### config.mk
export PLATFORM = sky130hd
export DESIGN_NAME = ext_regulator_config_ctrl
export DESIGN_NICKNAME = d
export VERILOG_FILES = /design/src/logic/ext_reg_pkg.sv /design/src/logic/ext_regulator_config_ctrl.sv /design/src/logic/pin_sync.sv
export SDC_FILE = /design/constraint.sdc
export NUM_CORES = 1
export LEC_CHECK = 0
export ABC_AREA = 1
export BUFFER_PORTS_ARGS = -buffer_cell sky130_fd_sc_hd__buf_4
export CORE_MARGIN = 2
export CORE_UTILIZATION = 53
export DETAILED_ROUTE_END_ITERATION = 10
export PLACE_DENSITY = 0.9
export SLEW_MARGIN = 40
export SYNTH_ARGS = -nofsm -noshare
export SYNTH_HDL_FRONTEND = slang
export SYNTH_SLANG_ARGS = --single-unit
export TNS_END_PERCENT = 100
### constraint.sdc
create_clock -name clk_i -period 1.4 [get_ports clk_i]
set_input_delay 0.35 -clock clk_i [delete_from_list [all_inputs] [get_ports clk_i]]
set_output_delay 0.35 -clock clk_i [all_outputs]
set_load 0.005 [all_outputs]
### src/logic/ext_reg_pkg.sv
package ext_reg_pkg;
	// ----------------------------------------
	// operating modes of the device
	// ----------------------------------------
	typedef enum logic [2:0] {
		MODE_INIT = 3'h0,
		MODE_NORMAL = 3'h1,
		MODE_STOP = 3'h2,
		MODE_SLEEP = 3'h3,
		MODE_RESTART = 3'h4,
		MODE_FAILSAFE = 3'h5
	} dev_mode_t;

	// ----------------------------------------
	// configuration lock states
	// ----------------------------------------
	typedef enum logic [1:0] {
		CFG_NONE = 2'h0,
		CFG_STANDALONE = 2'h1,
		CFG_LOADSHARE = 2'h2
	} cfg_state_t;

	// software write strobe with its control bits
	typedef struct packed {
		logic wr_mode_ctrl;              // write to mode/supply control register
		logic wr_hardware_control;                // write to hardware control register
		logic standalone_enable;
		logic load_share_select;
		logic output_level_select;
		logic load_share_keep_in_stop;
		logic undervoltage_latch_off;
	} sw_ctrl_t;

	// status word reported in the second supply status register
	typedef struct packed {
		logic supply_on;
		logic level_1v8;
		logic cfg_standalone;
		logic cfg_loadshare;
		logic uv_shutdown;
		logic hp_active;
		logic lp_active;
		logic prot_active;
	} supply_status_t;

	localparam logic [1:0] SYNC_STAGES = 2'h2;
	localparam logic OUT_LEVEL_3V3 = 1'b0;
	localparam logic OUT_LEVEL_1V8 = 1'b1;
	localparam logic RST_ON = 1'b0;
endpackage : ext_reg_pkg

### src/logic/ext_regulator_config_ctrl.sv
`timescale 1ns/1ps
module ext_regulator_config_ctrl
	import ext_reg_pkg::*;
(
	input wire logic clk_i,
	input wire logic arst_n_i,              // power-on reset only
	input wire logic soft_reset_i,          // device soft reset, same clock
	input wire dev_mode_t mode_i,           // current device mode
	input wire sw_ctrl_t sw_i,              // software write, same clock
	input wire logic main_supply_on_i,      // main supply on or ramping
	input wire logic battery_undervoltage_i, // comparator pin
	input wire logic base_peak_rise_i,      // base current above rising threshold
	input wire logic base_peak_fall_i,      // base current below falling threshold
	output logic third_supply_on_o,
	output logic output_level_select_o,     // 1 = 1.8V target
	output logic hp_reg_en_o,
	output logic lp_reg_en_o,
	output logic prot_en_o,                 // undervoltage and shunt limit
	output logic spi_fail_o,                // one-cycle pulse
	output supply_status_t status_o
);
	// ----------------------------------------
	// reset release and pin sync
	// ----------------------------------------
	logic [1:0] rst_pipe; // reset release stages
	logic rst_n;
	always_ff @(posedge clk_i or negedge arst_n_i) begin
		if (!arst_n_i) begin
			rst_pipe <= 2'h0;
		end else begin
			rst_pipe <= {rst_pipe[0], 1'b1};
		end
	end
	assign rst_n = rst_pipe[1];

	logic [2:0] pins_s; // synced uv, rise, fall
	pin_sync #(.WIDTH(3)) pin_sync_inst (
		.clk_i(clk_i),
		.rst_n_i(rst_n),
		.async_i({battery_undervoltage_i, base_peak_rise_i, base_peak_fall_i}),
		.sync_o(pins_s)
	);
	logic uv_s;
	logic rise_s;
	logic fall_s;
	assign uv_s = pins_s[2];
	assign rise_s = pins_s[1];
	assign fall_s = pins_s[0];

	// ----------------------------------------
	// configuration state
	// ----------------------------------------
	cfg_state_t cfg, next_cfg;        // only power-on reset clears it
	logic level, next_level;          // output level select
	logic sa_on, next_sa_on;          // stand-alone on/off request
	logic keep_stop, next_keep_stop;
	logic latch_off, next_latch_off;
	logic uv_latched, next_uv_latched; // latched undervoltage shutdown
	logic hp_stop, next_hp_stop;      // high-power added in stop
	logic fail, next_fail;

	// next-state of configuration and controls
	always_comb begin
		next_cfg = cfg;
		next_level = level;
		next_sa_on = sa_on;
		next_keep_stop = keep_stop;
		next_latch_off = latch_off;
		next_fail = 1'b0;
		if (sw_i.wr_hardware_control) begin
			next_keep_stop = sw_i.load_share_keep_in_stop;
			next_latch_off = sw_i.undervoltage_latch_off;
		end
		// soft reset clears the stop and latch-off controls, never the lock
		if (soft_reset_i) begin
			next_keep_stop = 1'b0;
			next_latch_off = 1'b0;
		end
		// lock states: only the first configuration write counts
		unique case (cfg)
			CFG_NONE: begin
				// load share wins if both requested at once
				if (sw_i.wr_hardware_control && sw_i.load_share_select) begin
					next_cfg = CFG_LOADSHARE;
				end else if (sw_i.wr_mode_ctrl && sw_i.standalone_enable
						&& mode_i == MODE_NORMAL) begin
					next_cfg = CFG_STANDALONE;
					next_sa_on = 1'b1;
					next_level = sw_i.output_level_select;
				end else if (sw_i.wr_mode_ctrl) begin
					next_level = sw_i.output_level_select;
				end
			end
			CFG_STANDALONE: begin
				// on/off still writable in normal, config fixed silently
				if (sw_i.wr_mode_ctrl && mode_i == MODE_NORMAL) begin
					next_sa_on = sw_i.standalone_enable;
				end
				// change attempts ignored without flag
			end
			CFG_LOADSHARE: begin
				if ((sw_i.wr_hardware_control && !sw_i.load_share_select)
						|| (sw_i.wr_mode_ctrl && sw_i.standalone_enable)) begin
					next_fail = 1'b1;
				end
			end
			default: begin
				next_cfg = CFG_NONE;
			end
		endcase
	end

	// config registers: soft reset reaches only keep_stop and latch_off, through the next-state logic
	always_ff @(posedge clk_i or negedge rst_n) begin
		if (!rst_n) begin
			cfg <= CFG_NONE;
			level <= OUT_LEVEL_3V3;
			sa_on <= RST_ON;
			keep_stop <= 1'b0;
			latch_off <= 1'b0;
			fail <= 1'b0;
		end else begin
			cfg <= next_cfg;
			level <= next_level;
			sa_on <= next_sa_on;
			keep_stop <= next_keep_stop;
			latch_off <= next_latch_off;
			fail <= next_fail;
		end
	end

	// ----------------------------------------
	// supply on/off decision
	// ----------------------------------------
	// ----------------------------------------
	// decode helpers
	// ----------------------------------------
	// stand-alone demand, decoded in several modes
	function automatic logic sa_demand(cfg_state_t c, logic on);
		return (c == CFG_STANDALONE) && on;
	endfunction : sa_demand

	logic want_on; // mode-based demand before undervoltage
	logic next_on; // supply on after undervoltage
	logic next_hp; // high-power stage enable
	logic next_lp; // low-power stage enable
	logic next_level_o; // level pin, held at main level in load share
	logic next_prot; // protections armed
	supply_status_t next_status; // word for software readback
	// mode_i is on this clock already, so it is read without a synchroniser
	always_comb begin
		want_on = 1'b0;
		unique case (mode_i)
			MODE_INIT, MODE_FAILSAFE: want_on = 1'b0;
			MODE_NORMAL: want_on = (cfg == CFG_LOADSHARE) || sa_demand(cfg, sa_on);
			MODE_STOP: want_on = (cfg == CFG_LOADSHARE) ? keep_stop
				: sa_demand(cfg, sa_on);
			// sleep: load share follows the main supply, which is off
			MODE_SLEEP: want_on = sa_demand(cfg, sa_on);
			MODE_RESTART: want_on = (cfg == CFG_LOADSHARE) ? main_supply_on_i
				: sa_demand(cfg, sa_on);
			default: want_on = 1'b0;
		endcase
		// undervoltage latch: set wins, auto release unless latch-off
		next_uv_latched = uv_latched;
		if (uv_s) begin
			next_uv_latched = 1'b1;
		end else if (!latch_off) begin
			next_uv_latched = 1'b0;
		end else if (sw_i.wr_mode_ctrl && sw_i.standalone_enable && mode_i == MODE_NORMAL) begin
			next_uv_latched = 1'b0; // software re-enables after latch-off
		end
		next_on = want_on && !uv_s && !next_uv_latched;
		// stop hysteresis between low- and high-power stages
		next_hp_stop = hp_stop;
		if (mode_i != MODE_STOP) begin
			next_hp_stop = 1'b0;
		end else if (rise_s) begin
			next_hp_stop = 1'b1;
		end else if (fall_s) begin
			next_hp_stop = 1'b0;
		end
		next_hp = next_on && (mode_i != MODE_STOP || next_hp_stop);
		next_lp = next_on && (mode_i == MODE_STOP);
		// load sharing regulates at the main level, 3.3V, whatever the bit says
		next_level_o = (cfg == CFG_STANDALONE) ? level : OUT_LEVEL_3V3;
		// shunt limit and undervoltage shutdown only make sense stand-alone
		next_prot = next_on && (cfg == CFG_STANDALONE);
		// status mirrors what goes to the pins at this same edge
		next_status = '{supply_on: next_on,
			level_1v8: (cfg == CFG_STANDALONE) && level,
			cfg_standalone: cfg == CFG_STANDALONE,
			cfg_loadshare: cfg == CFG_LOADSHARE,
			uv_shutdown: next_uv_latched,
			hp_active: next_hp,
			lp_active: next_lp,
			prot_active: next_prot};
	end

	// output registers
	always_ff @(posedge clk_i or negedge rst_n) begin
		if (!rst_n) begin
			uv_latched <= 1'b0;
			hp_stop <= 1'b0;
			third_supply_on_o <= 1'b0;
			hp_reg_en_o <= 1'b0;
			lp_reg_en_o <= 1'b0;
			output_level_select_o <= OUT_LEVEL_3V3;
			prot_en_o <= 1'b0;
			spi_fail_o <= 1'b0;
			status_o <= '0;
		end else begin
			uv_latched <= next_uv_latched;
			hp_stop <= next_hp_stop;
			third_supply_on_o <= next_on;
			hp_reg_en_o <= next_hp;
			lp_reg_en_o <= next_lp;
			// outputs only register what the decision logic worked out
			output_level_select_o <= next_level_o;
			prot_en_o <= next_prot;
			spi_fail_o <= fail;
			status_o <= next_status;
		end
	end

	// ----------------------------------------
	// assertions
	// ----------------------------------------
	// configuration lock, failure flag, off modes, undervoltage, protection, stages in normal and load sharing in stop
	chk_lock_holds: assert property (@(posedge clk_i) disable iff (!rst_n)
		cfg != CFG_NONE |=> cfg == $past(cfg))
		else $error("locked configuration changed");
	chk_soft_keep: assert property (@(posedge clk_i) disable iff (!rst_n)
		soft_reset_i && cfg != CFG_NONE |=> cfg == $past(cfg))
		else $error("soft reset cleared configuration");
	chk_off_modes: assert property (@(posedge clk_i) disable iff (!rst_n)
		(mode_i == MODE_INIT || mode_i == MODE_FAILSAFE) |=> !third_supply_on_o)
		else $error("supply on in init or fail-safe");
	chk_uv_off: assert property (@(posedge clk_i) disable iff (!rst_n)
		uv_s |=> !third_supply_on_o)
		else $error("supply on during undervoltage");
	chk_ls_fail: assert property (@(posedge clk_i) disable iff (!rst_n)
		cfg == CFG_LOADSHARE && sw_i.wr_hardware_control && !sw_i.load_share_select |=> ##1 spi_fail_o)
		else $error("no failure flag after load-share change");
	chk_sa_nofail: assert property (@(posedge clk_i) disable iff (!rst_n)
		cfg == CFG_STANDALONE |=> ##1 !spi_fail_o)
		else $error("failure flag in stand-alone");
	chk_prot_sa: assert property (@(posedge clk_i) disable iff (!rst_n)
		prot_en_o |-> $past(cfg) == CFG_STANDALONE)
		else $error("protection active outside stand-alone");
	chk_normal_hp: assert property (@(posedge clk_i) disable iff (!rst_n)
		mode_i == MODE_NORMAL |=> !lp_reg_en_o)
		else $error("low-power stage used in normal mode");
	chk_ls_stop: assert property (@(posedge clk_i) disable iff (!rst_n)
		cfg == CFG_LOADSHARE && mode_i == MODE_STOP && !keep_stop |=> !third_supply_on_o)
		else $error("load sharing active in stop");
	// load-sharing level, mode behaviour and regulator stages; lock and recovery coverage
	chk_level_ls: assert property (@(posedge clk_i) disable iff (!rst_n)
		cfg == CFG_LOADSHARE |=> output_level_select_o == OUT_LEVEL_3V3)
		else $error("level bit applied in load sharing");
	chk_keep_stop: assert property (@(posedge clk_i) disable iff (!rst_n)
		cfg == CFG_LOADSHARE && mode_i == MODE_STOP && keep_stop && !uv_s && !uv_latched
		|=> third_supply_on_o)
		else $error("load sharing dropped in stop with keep bit");
	chk_ls_sleep: assert property (@(posedge clk_i) disable iff (!rst_n)
		cfg == CFG_LOADSHARE && mode_i == MODE_SLEEP |=> !third_supply_on_o)
		else $error("load sharing on in sleep");
	chk_lp_stop: assert property (@(posedge clk_i) disable iff (!rst_n)
		mode_i != MODE_STOP |=> !lp_reg_en_o)
		else $error("low-power stage outside stop");
	cov_sa_lock: cover property (@(posedge clk_i) disable iff (!rst_n)
		cfg == CFG_NONE ##1 cfg == CFG_STANDALONE);
	cov_ls_lock: cover property (@(posedge clk_i) disable iff (!rst_n)
		cfg == CFG_NONE ##1 cfg == CFG_LOADSHARE);
	cov_uv_recover: cover property (@(posedge clk_i) disable iff (!rst_n)
		third_supply_on_o ##1 !third_supply_on_o ##[1:20] third_supply_on_o);
	// coverage: stage mix in stop, refused change after load sharing
	cov_stop_hp: cover property (@(posedge clk_i) disable iff (!rst_n)
		lp_reg_en_o && hp_reg_en_o);
	cov_ls_fail: cover property (@(posedge clk_i) disable iff (!rst_n)
		cfg == CFG_LOADSHARE && spi_fail_o);
endmodule : ext_regulator_config_ctrl

### src/logic/pin_sync.sv
`timescale 1ns/1ps
// two-stage synchroniser for a bundle of pin levels
module pin_sync
	import ext_reg_pkg::*;
#(
	parameter int WIDTH = 3
) (
	input wire logic clk_i,
	input wire logic rst_n_i,
	input wire logic [WIDTH-1:0] async_i,
	output logic [WIDTH-1:0] sync_o
);
	// ----------------------------------------
	// stages
	// ----------------------------------------
	logic [WIDTH-1:0] meta; // read only by the second stage
	logic [WIDTH-1:0] next_meta;
	logic [WIDTH-1:0] next_sync;

	// next values: plain shift
	always_comb begin
		next_meta = async_i;
		next_sync = meta;
	end

	// registers
	always_ff @(posedge clk_i or negedge rst_n_i) begin
		if (!rst_n_i) begin
			meta <= '0;
			sync_o <= '0;
		end else begin
			meta <= next_meta;
			sync_o <= next_sync;
		end
	end
endmodule : pin_sync
Word-level counts from Yosys, hierarchy flattened
Cells that the tools add are included.

storage, ports and cells
  output and inout port bits = 14
  register bits = 26
  word-level logic and storage cells = 84

cells by class
  bitwise logic cells = 2
  reduce and logical (&&, ||, !) cells = 26
  muxes and demuxes = 25
  eq/ne operators = 11

operator list
  cell                                                              count
  1-bit 2-to-1 mux                                                  20
  1-bit logical AND                                                 12
  3-bit by 2-bit == test with 1-bit output (second input constant)  2
  2-bit nonzero test                                                3
  2-bit 2-to-1 mux                                                  2
  2-bit != test (second input constant)                             2
  1-bit one-hot mux with 4 select lines                             1
  2-bit one-hot mux with 2 select lines                             1
  4-bit AND reduction                                               1
  3-bit by 1-bit == test with 1-bit output (second input constant)  1
  3-bit == test (second input constant)                             1
  1-bit zero test                                                   3
  1-bit logical OR                                                  3
  3-bit by 2-bit != test with 1-bit output (second input constant)  1
  3-bit != test (second input constant)                             1
  3-bit AND reduction                                               1
  2-bit by 1-bit == test with 1-bit output (second input constant)  1
  2-bit == test (second input constant)                             1
  2-bit zero test                                                   1
  2-bit by 1-bit != test with 1-bit output (second input constant)  1
  1-bit inverter                                                    2
  1-bit one-hot mux with 2 select lines                             1
  2-bit AND reduction                                               1
  2-bit OR reduction                                                1

Logic depth before layout (Yosys ltp)
  word-level depth = 8
  gate-level depth with buffers = 9
  gate-level depth less buffers = 9

Modules after synthesis
From an unflattened synthesis, not the netlist that was laid out.

second synthesis, totals
  cell total of the unflattened synthesis = 111
  area, all modules = 1,059.8 sq um

by module, submodules not included
  module                     area each (sq um)  cells each  instances
  ext_regulator_config_ctrl  909.6              105         1
  pin_sync                   150.1              6           1

Worst setup path before layout
Ideal clock, no wire load.

  path kind = flip-flop to flip-flop
  from = reg cfg[1]
  to = reg sa_on
  clock period less this slack = 1.231 ns
  setup slack = 0.169 ns
  arrival time = 1.114 ns
  setup time = 0.116 ns
  buffers on the path = 0
  stages on the path, launching flop included = 7
  data required time = 1.284 ns
  cells stage by stage = dfrtp_1 > inv_1 > ha_1 > inv_1 > or2_2 > nand3_1 > nand2_1

RTL lines
  element                 line                              RTL
  start, declared         ext_regulator_config_ctrl.sv:53   cfg_state_t cfg, next_cfg;
  start signal, assigned  ext_regulator_config_ctrl.sv:123  cfg <= next_cfg;
  end signal, assigned    ext_regulator_config_ctrl.sv:125  sa_on <= next_sa_on;
  end, declared           ext_regulator_config_ctrl.sv:55   logic sa_on, next_sa_on;

==> PnR_summary.wiki <==
{| class="wikitable"
! Metric !! Value
|-
| Final critical delay including setup and external delays || 1370 ps
|-
| Initial standard-cell utilization of the core || 55.1%
|-
| Root Buffer || sky130_fd_sc_hd__clkbuf_4
|-
| Area growth syn-to-layout || 28.6%
|-
| Average footprint of a synthesized cell || 9.62 um2
|-
| CTS clock-pin slew for the worst setup and hold paths || 120 ps
|-
| Highest metal layer with signal wires || met4
|-
| Commonest non-fill, non-tap cell in the layout || sky130_fd_sc_hd__buf_4
|-
| Cell internal power dissipation || 1.15 mW
|-
| Setup WS post-layout || 32.4 ps
|-
| Count of placed standard cells in the final layout, fillers left out || between 150 and 200
|-
| VDD IR max || 0.715 mV
|-
| H-tree depth || 1
|-
| Antenna violations before repair || 0
|-
| Critical-path maximum fanout || 5
|-
| Net Sw Frac || 30.0%
|-
| Met3 Routed Length || 197 um
|-
| Detail Route Antenna Nets || 0
|-
| Capture point of the worst path || status_o[1]$_DFF_PN0_
|-
| Cell depth of the worst min-delay path || 1
|-
| Data required, critical path || 1650 ps
|-
| Fraction of final layout cells with drive strength greater than 1 || between 30% and 40%
|-
| Pwr Density || 1210 mW/mm2
|-
| Number of placement rows || 16
|-
| Std-Cell Core Area || 0.00192 mm2
|-
| Floorplan die height || ~50 um
|-
| Result of the run || finished clean
|-
| Total via count after detailed routing || between 800 and 900
|-
| TritonCTS buffer count || 3
|-
| Data arrival time of the critical path || 1620 ps
|-
| Maximum number of pins on one net before global-route repair || 24
|-
| Floorplan die area || 0.00237 mm2
|-
| Tcrit/Tclk final || 97.7%
|-
| Diode insertion count for antenna repair || 0
|-
| Sequential Power Share || 52.5%
|-
| Power share of the combinational group || ~29%
|-
| Sum of negative setup slack || 0 ps
|-
| Average wire length per cell after detail routing || 12.6 um
|-
| # port buffers || 30
|-
| I/O pin count || 31
|-
| Count of pins over their slew limit || 0
|-
| Worst R2R Start || cfg[1]$_DFFE_PN0P_
|-
| Setup slack of the worst register-to-register path || ~32 ps
|-
| Detail Placement HPWL || 1.57 mm
|-
| Final count of hold timing violations || 0
|-
| Place WS || 33.1 ps
|-
| Switching power || a little under 500 uW
|-
| DRC viols || 0
|-
| Post-synthesis sequential area ratio || 59.1%
|-
| Setup Crit Path Kind || register to register
|-
| Fin Hold WS || between 100 and 150 ps
|-
| Routed met2 length || 1.08 mm
|-
| Number of nets in the layout || 166
|-
| Via count of the first global-routing pass || 846
|-
| Synthesized cell area || about 0.0011 mm2
|-
| Horizontal die dimension || just under 50 um
|-
| Post-synthesis net count || 130
|-
| Clk buf depth || 2
|-
| Total gr overflow || 0
|-
| DRT met1 WL || 756 um
|-
| Starting DRT DRC Count || 27
|-
| Crit start category || register
|-
| Min-delay worst type || input pin to register
|-
| Weighted congestion at the end of routability-driven global placement || 0.848
|-
| Share of the core filled with cells in the final layout || 70.8%
|-
| R2R Path End || status_o[1]$_DFF_PN0_
|-
| Cell count of the worst reg-to-reg path || 7
|-
| Clk_skew || 1.93 ps
|-
| Total of max-cap violations || 0
|-
| DRT Pass-1 Iters || 4
|-
| Clock power frac || 18.9%
|-
| Global-route wire length before repair || 3.37 mm
|-
| Number of distinct library cell variants in the gate-level netlist after synthesis || 19
|-
| CTS tree || built
|-
| Post-Synthesis Cells || 110
|-
| Top library cells by usage in the layout, fill and taps aside || 36 x sky130_fd_sc_hd__buf_4, 25 x sky130_fd_sc_hd__dfrtp_1, 22 x sky130_fd_sc_hd__nand2_1, 13 x sky130_fd_sc_hd__inv_1, 12 x sky130_fd_sc_hd__nor2_1
|-
| Static leakage || 0.741 nW
|-
| Yosys warns || 0
|-
| Dpl cells || 163
|-
| Detailed-route wire length || between 2 and 2.5 mm
|-
| Critical path origin || cfg[1]$_DFFE_PN0P_
|-
| Global-route total usage across every layer || between 10% and 20%
|-
| Count of final setup violators || 0
|-
| Endpoint kind of the worst setup timing path || register
|-
| Fill cell total of the finished layout || 136
|-
| Clock latency at the later pin of the worst-skew pair || 310 ps
|-
| Yosys reg bits || 25
|-
| Routed vias/inst || approximately 5.0
|-
| Total number of clock tree sinks || 25
|-
| Timing-limited maximum frequency || about 730 MHz
|}
==> registers in the layout, summed over array words and instances, names as in the netlist <==
name,cells
keep_stop,1
pin_sync_inst.meta,3
status_o,6
uv_latched,1
hp_stop,1
spi_fail_o,1
latch_off,1
pin_sync_inst.sync_o,3
rst_pipe,2
output_level_select_o,1
sa_on,1
cfg,2
level,1
fail,1
==> cells by family after synthesis <==
kind of cell	share of synthesized area, %
AO/OA/AOI/OAI	7.45
buffers and inverters	10.3
flip-flops	59.1
adder cells (fa/ha/maj)	3.55
other	0.354
AND/OR/NAND/NOR	19.3
==> worst max-delay path: stages (launching register included) <==
cell	delay, ps
sky130_fd_sc_hd__dfrtp_1	410
sky130_fd_sc_hd__buf_4	140
sky130_fd_sc_hd__ha_1	240
sky130_fd_sc_hd__nand2_1	120
sky130_fd_sc_hd__nand3_1	80
sky130_fd_sc_hd__nand3_1	90
sky130_fd_sc_hd__nand3_2	110
sky130_fd_sc_hd__nor2_1	120
==> worst min path at each step <==
stage	start	to	slack, ps
CTS	base_peak_rise_i	pin_sync_inst.meta[1]$_DFF_PN0_	130
detailed placement	arst_n_i	rst_pipe[0]$_DFF_PN0_	140
finish	battery_undervoltage_i	pin_sync_inst.meta[2]$_DFF_PN0_	130
floorplan	arst_n_i	rst_pipe[0]$_DFF_PN0_	50
global route	base_peak_fall_i	pin_sync_inst.meta[0]$_DFF_PN0_	110
global placement	arst_n_i	rst_pipe[1]$_DFF_PN0_	130
==> power by group through the flow <==
stage / clock (mW) / sequential (mW) / combinational [mW]
after detailed placement: 0 / 0.874 / 0.376
after CTS: 0.318 / 0.859 / 0.388
after global placement: 0 / 0.869 / 0.349
after floorplan: 0 / 0.875 / 0.217
final: 0.311 / 0.862 / 0.470
after global routing: 0.351 / 0.871 / 0.520
==> per-stage QoR <==
stage	instance area (um2)	power, mW
after floorplan	1060	1.09
after global placement	1290	1.22
after detailed placement	1290	1.25
after CTS	1320	1.56
after global routing	1360	1.74
final	1360	1.64
==> cells in the mapped netlist <==
cell type | n | area, um2
sky130_fd_sc_hd__o31ai_1 | 1 | 7.51
sky130_fd_sc_hd__nand2_1 | 22 | 82.6
sky130_fd_sc_hd__nand3_1 | 10 | 50.1
sky130_fd_sc_hd__clkinv_1 | 1 | 3.75
sky130_fd_sc_hd__nand3_2 | 2 | 20.0
sky130_fd_sc_hd__o21ai_0 | 1 | 5.00
sky130_fd_sc_hd__o21a_1 | 1 | 7.51
sky130_fd_sc_hd__a21oi_2 | 1 | 8.76
sky130_fd_sc_hd__o22ai_1 | 1 | 6.26
sky130_fd_sc_hd__buf_4 | 6 | 45.0
sky130_fd_sc_hd__o21bai_1 | 1 | 7.51
sky130_fd_sc_hd__dfrtp_1 | 25 | 626
sky130_fd_sc_hd__a21oi_4 | 1 | 16.3
sky130_fd_sc_hd__conb_1 | 1 | 3.75
sky130_fd_sc_hd__a21oi_1 | 4 | 20.0
sky130_fd_sc_hd__ha_1 | 3 | 37.5
sky130_fd_sc_hd__or2_2 | 1 | 6.26
sky130_fd_sc_hd__nor2_1 | 12 | 45.0
sky130_fd_sc_hd__inv_1 | 16 | 60.1
==> per-layer routing <==
| layer | vias up | GRT usage (%) |
|---|---|---|
| met5 | - | 0 |
| met4 | 0 | 17.1 |
| met3 | 14 | 4.32 |
| met2 | 58 | 31.5 |
| met1 | 380 | 20.5 |
| li1 | 404 | - |
==> final cells by class <==
class / instances / area [um2] / area share (%)
tap: 27 / 33.8 / 2.48
inverter: 17 / 63.8 / 4.69
multi-input combinational: 62 / 332 / 24.4
sequential: 25 / 626 / 46.0
clock buffer: 4 / 26.3 / 1.93
timing repair buffer: 37 / 280 / 20.6
==> repair_timing <==
action / in CTS / in global routing
buffers inserted: 0 / 4
endpoints found under the hold margin: 2 / 0
hold buffers: 1 / 0
setup endpoints to repair: 0 / 3
resized for setup: 0 / 4
Power figures use the tool's default switching activity.
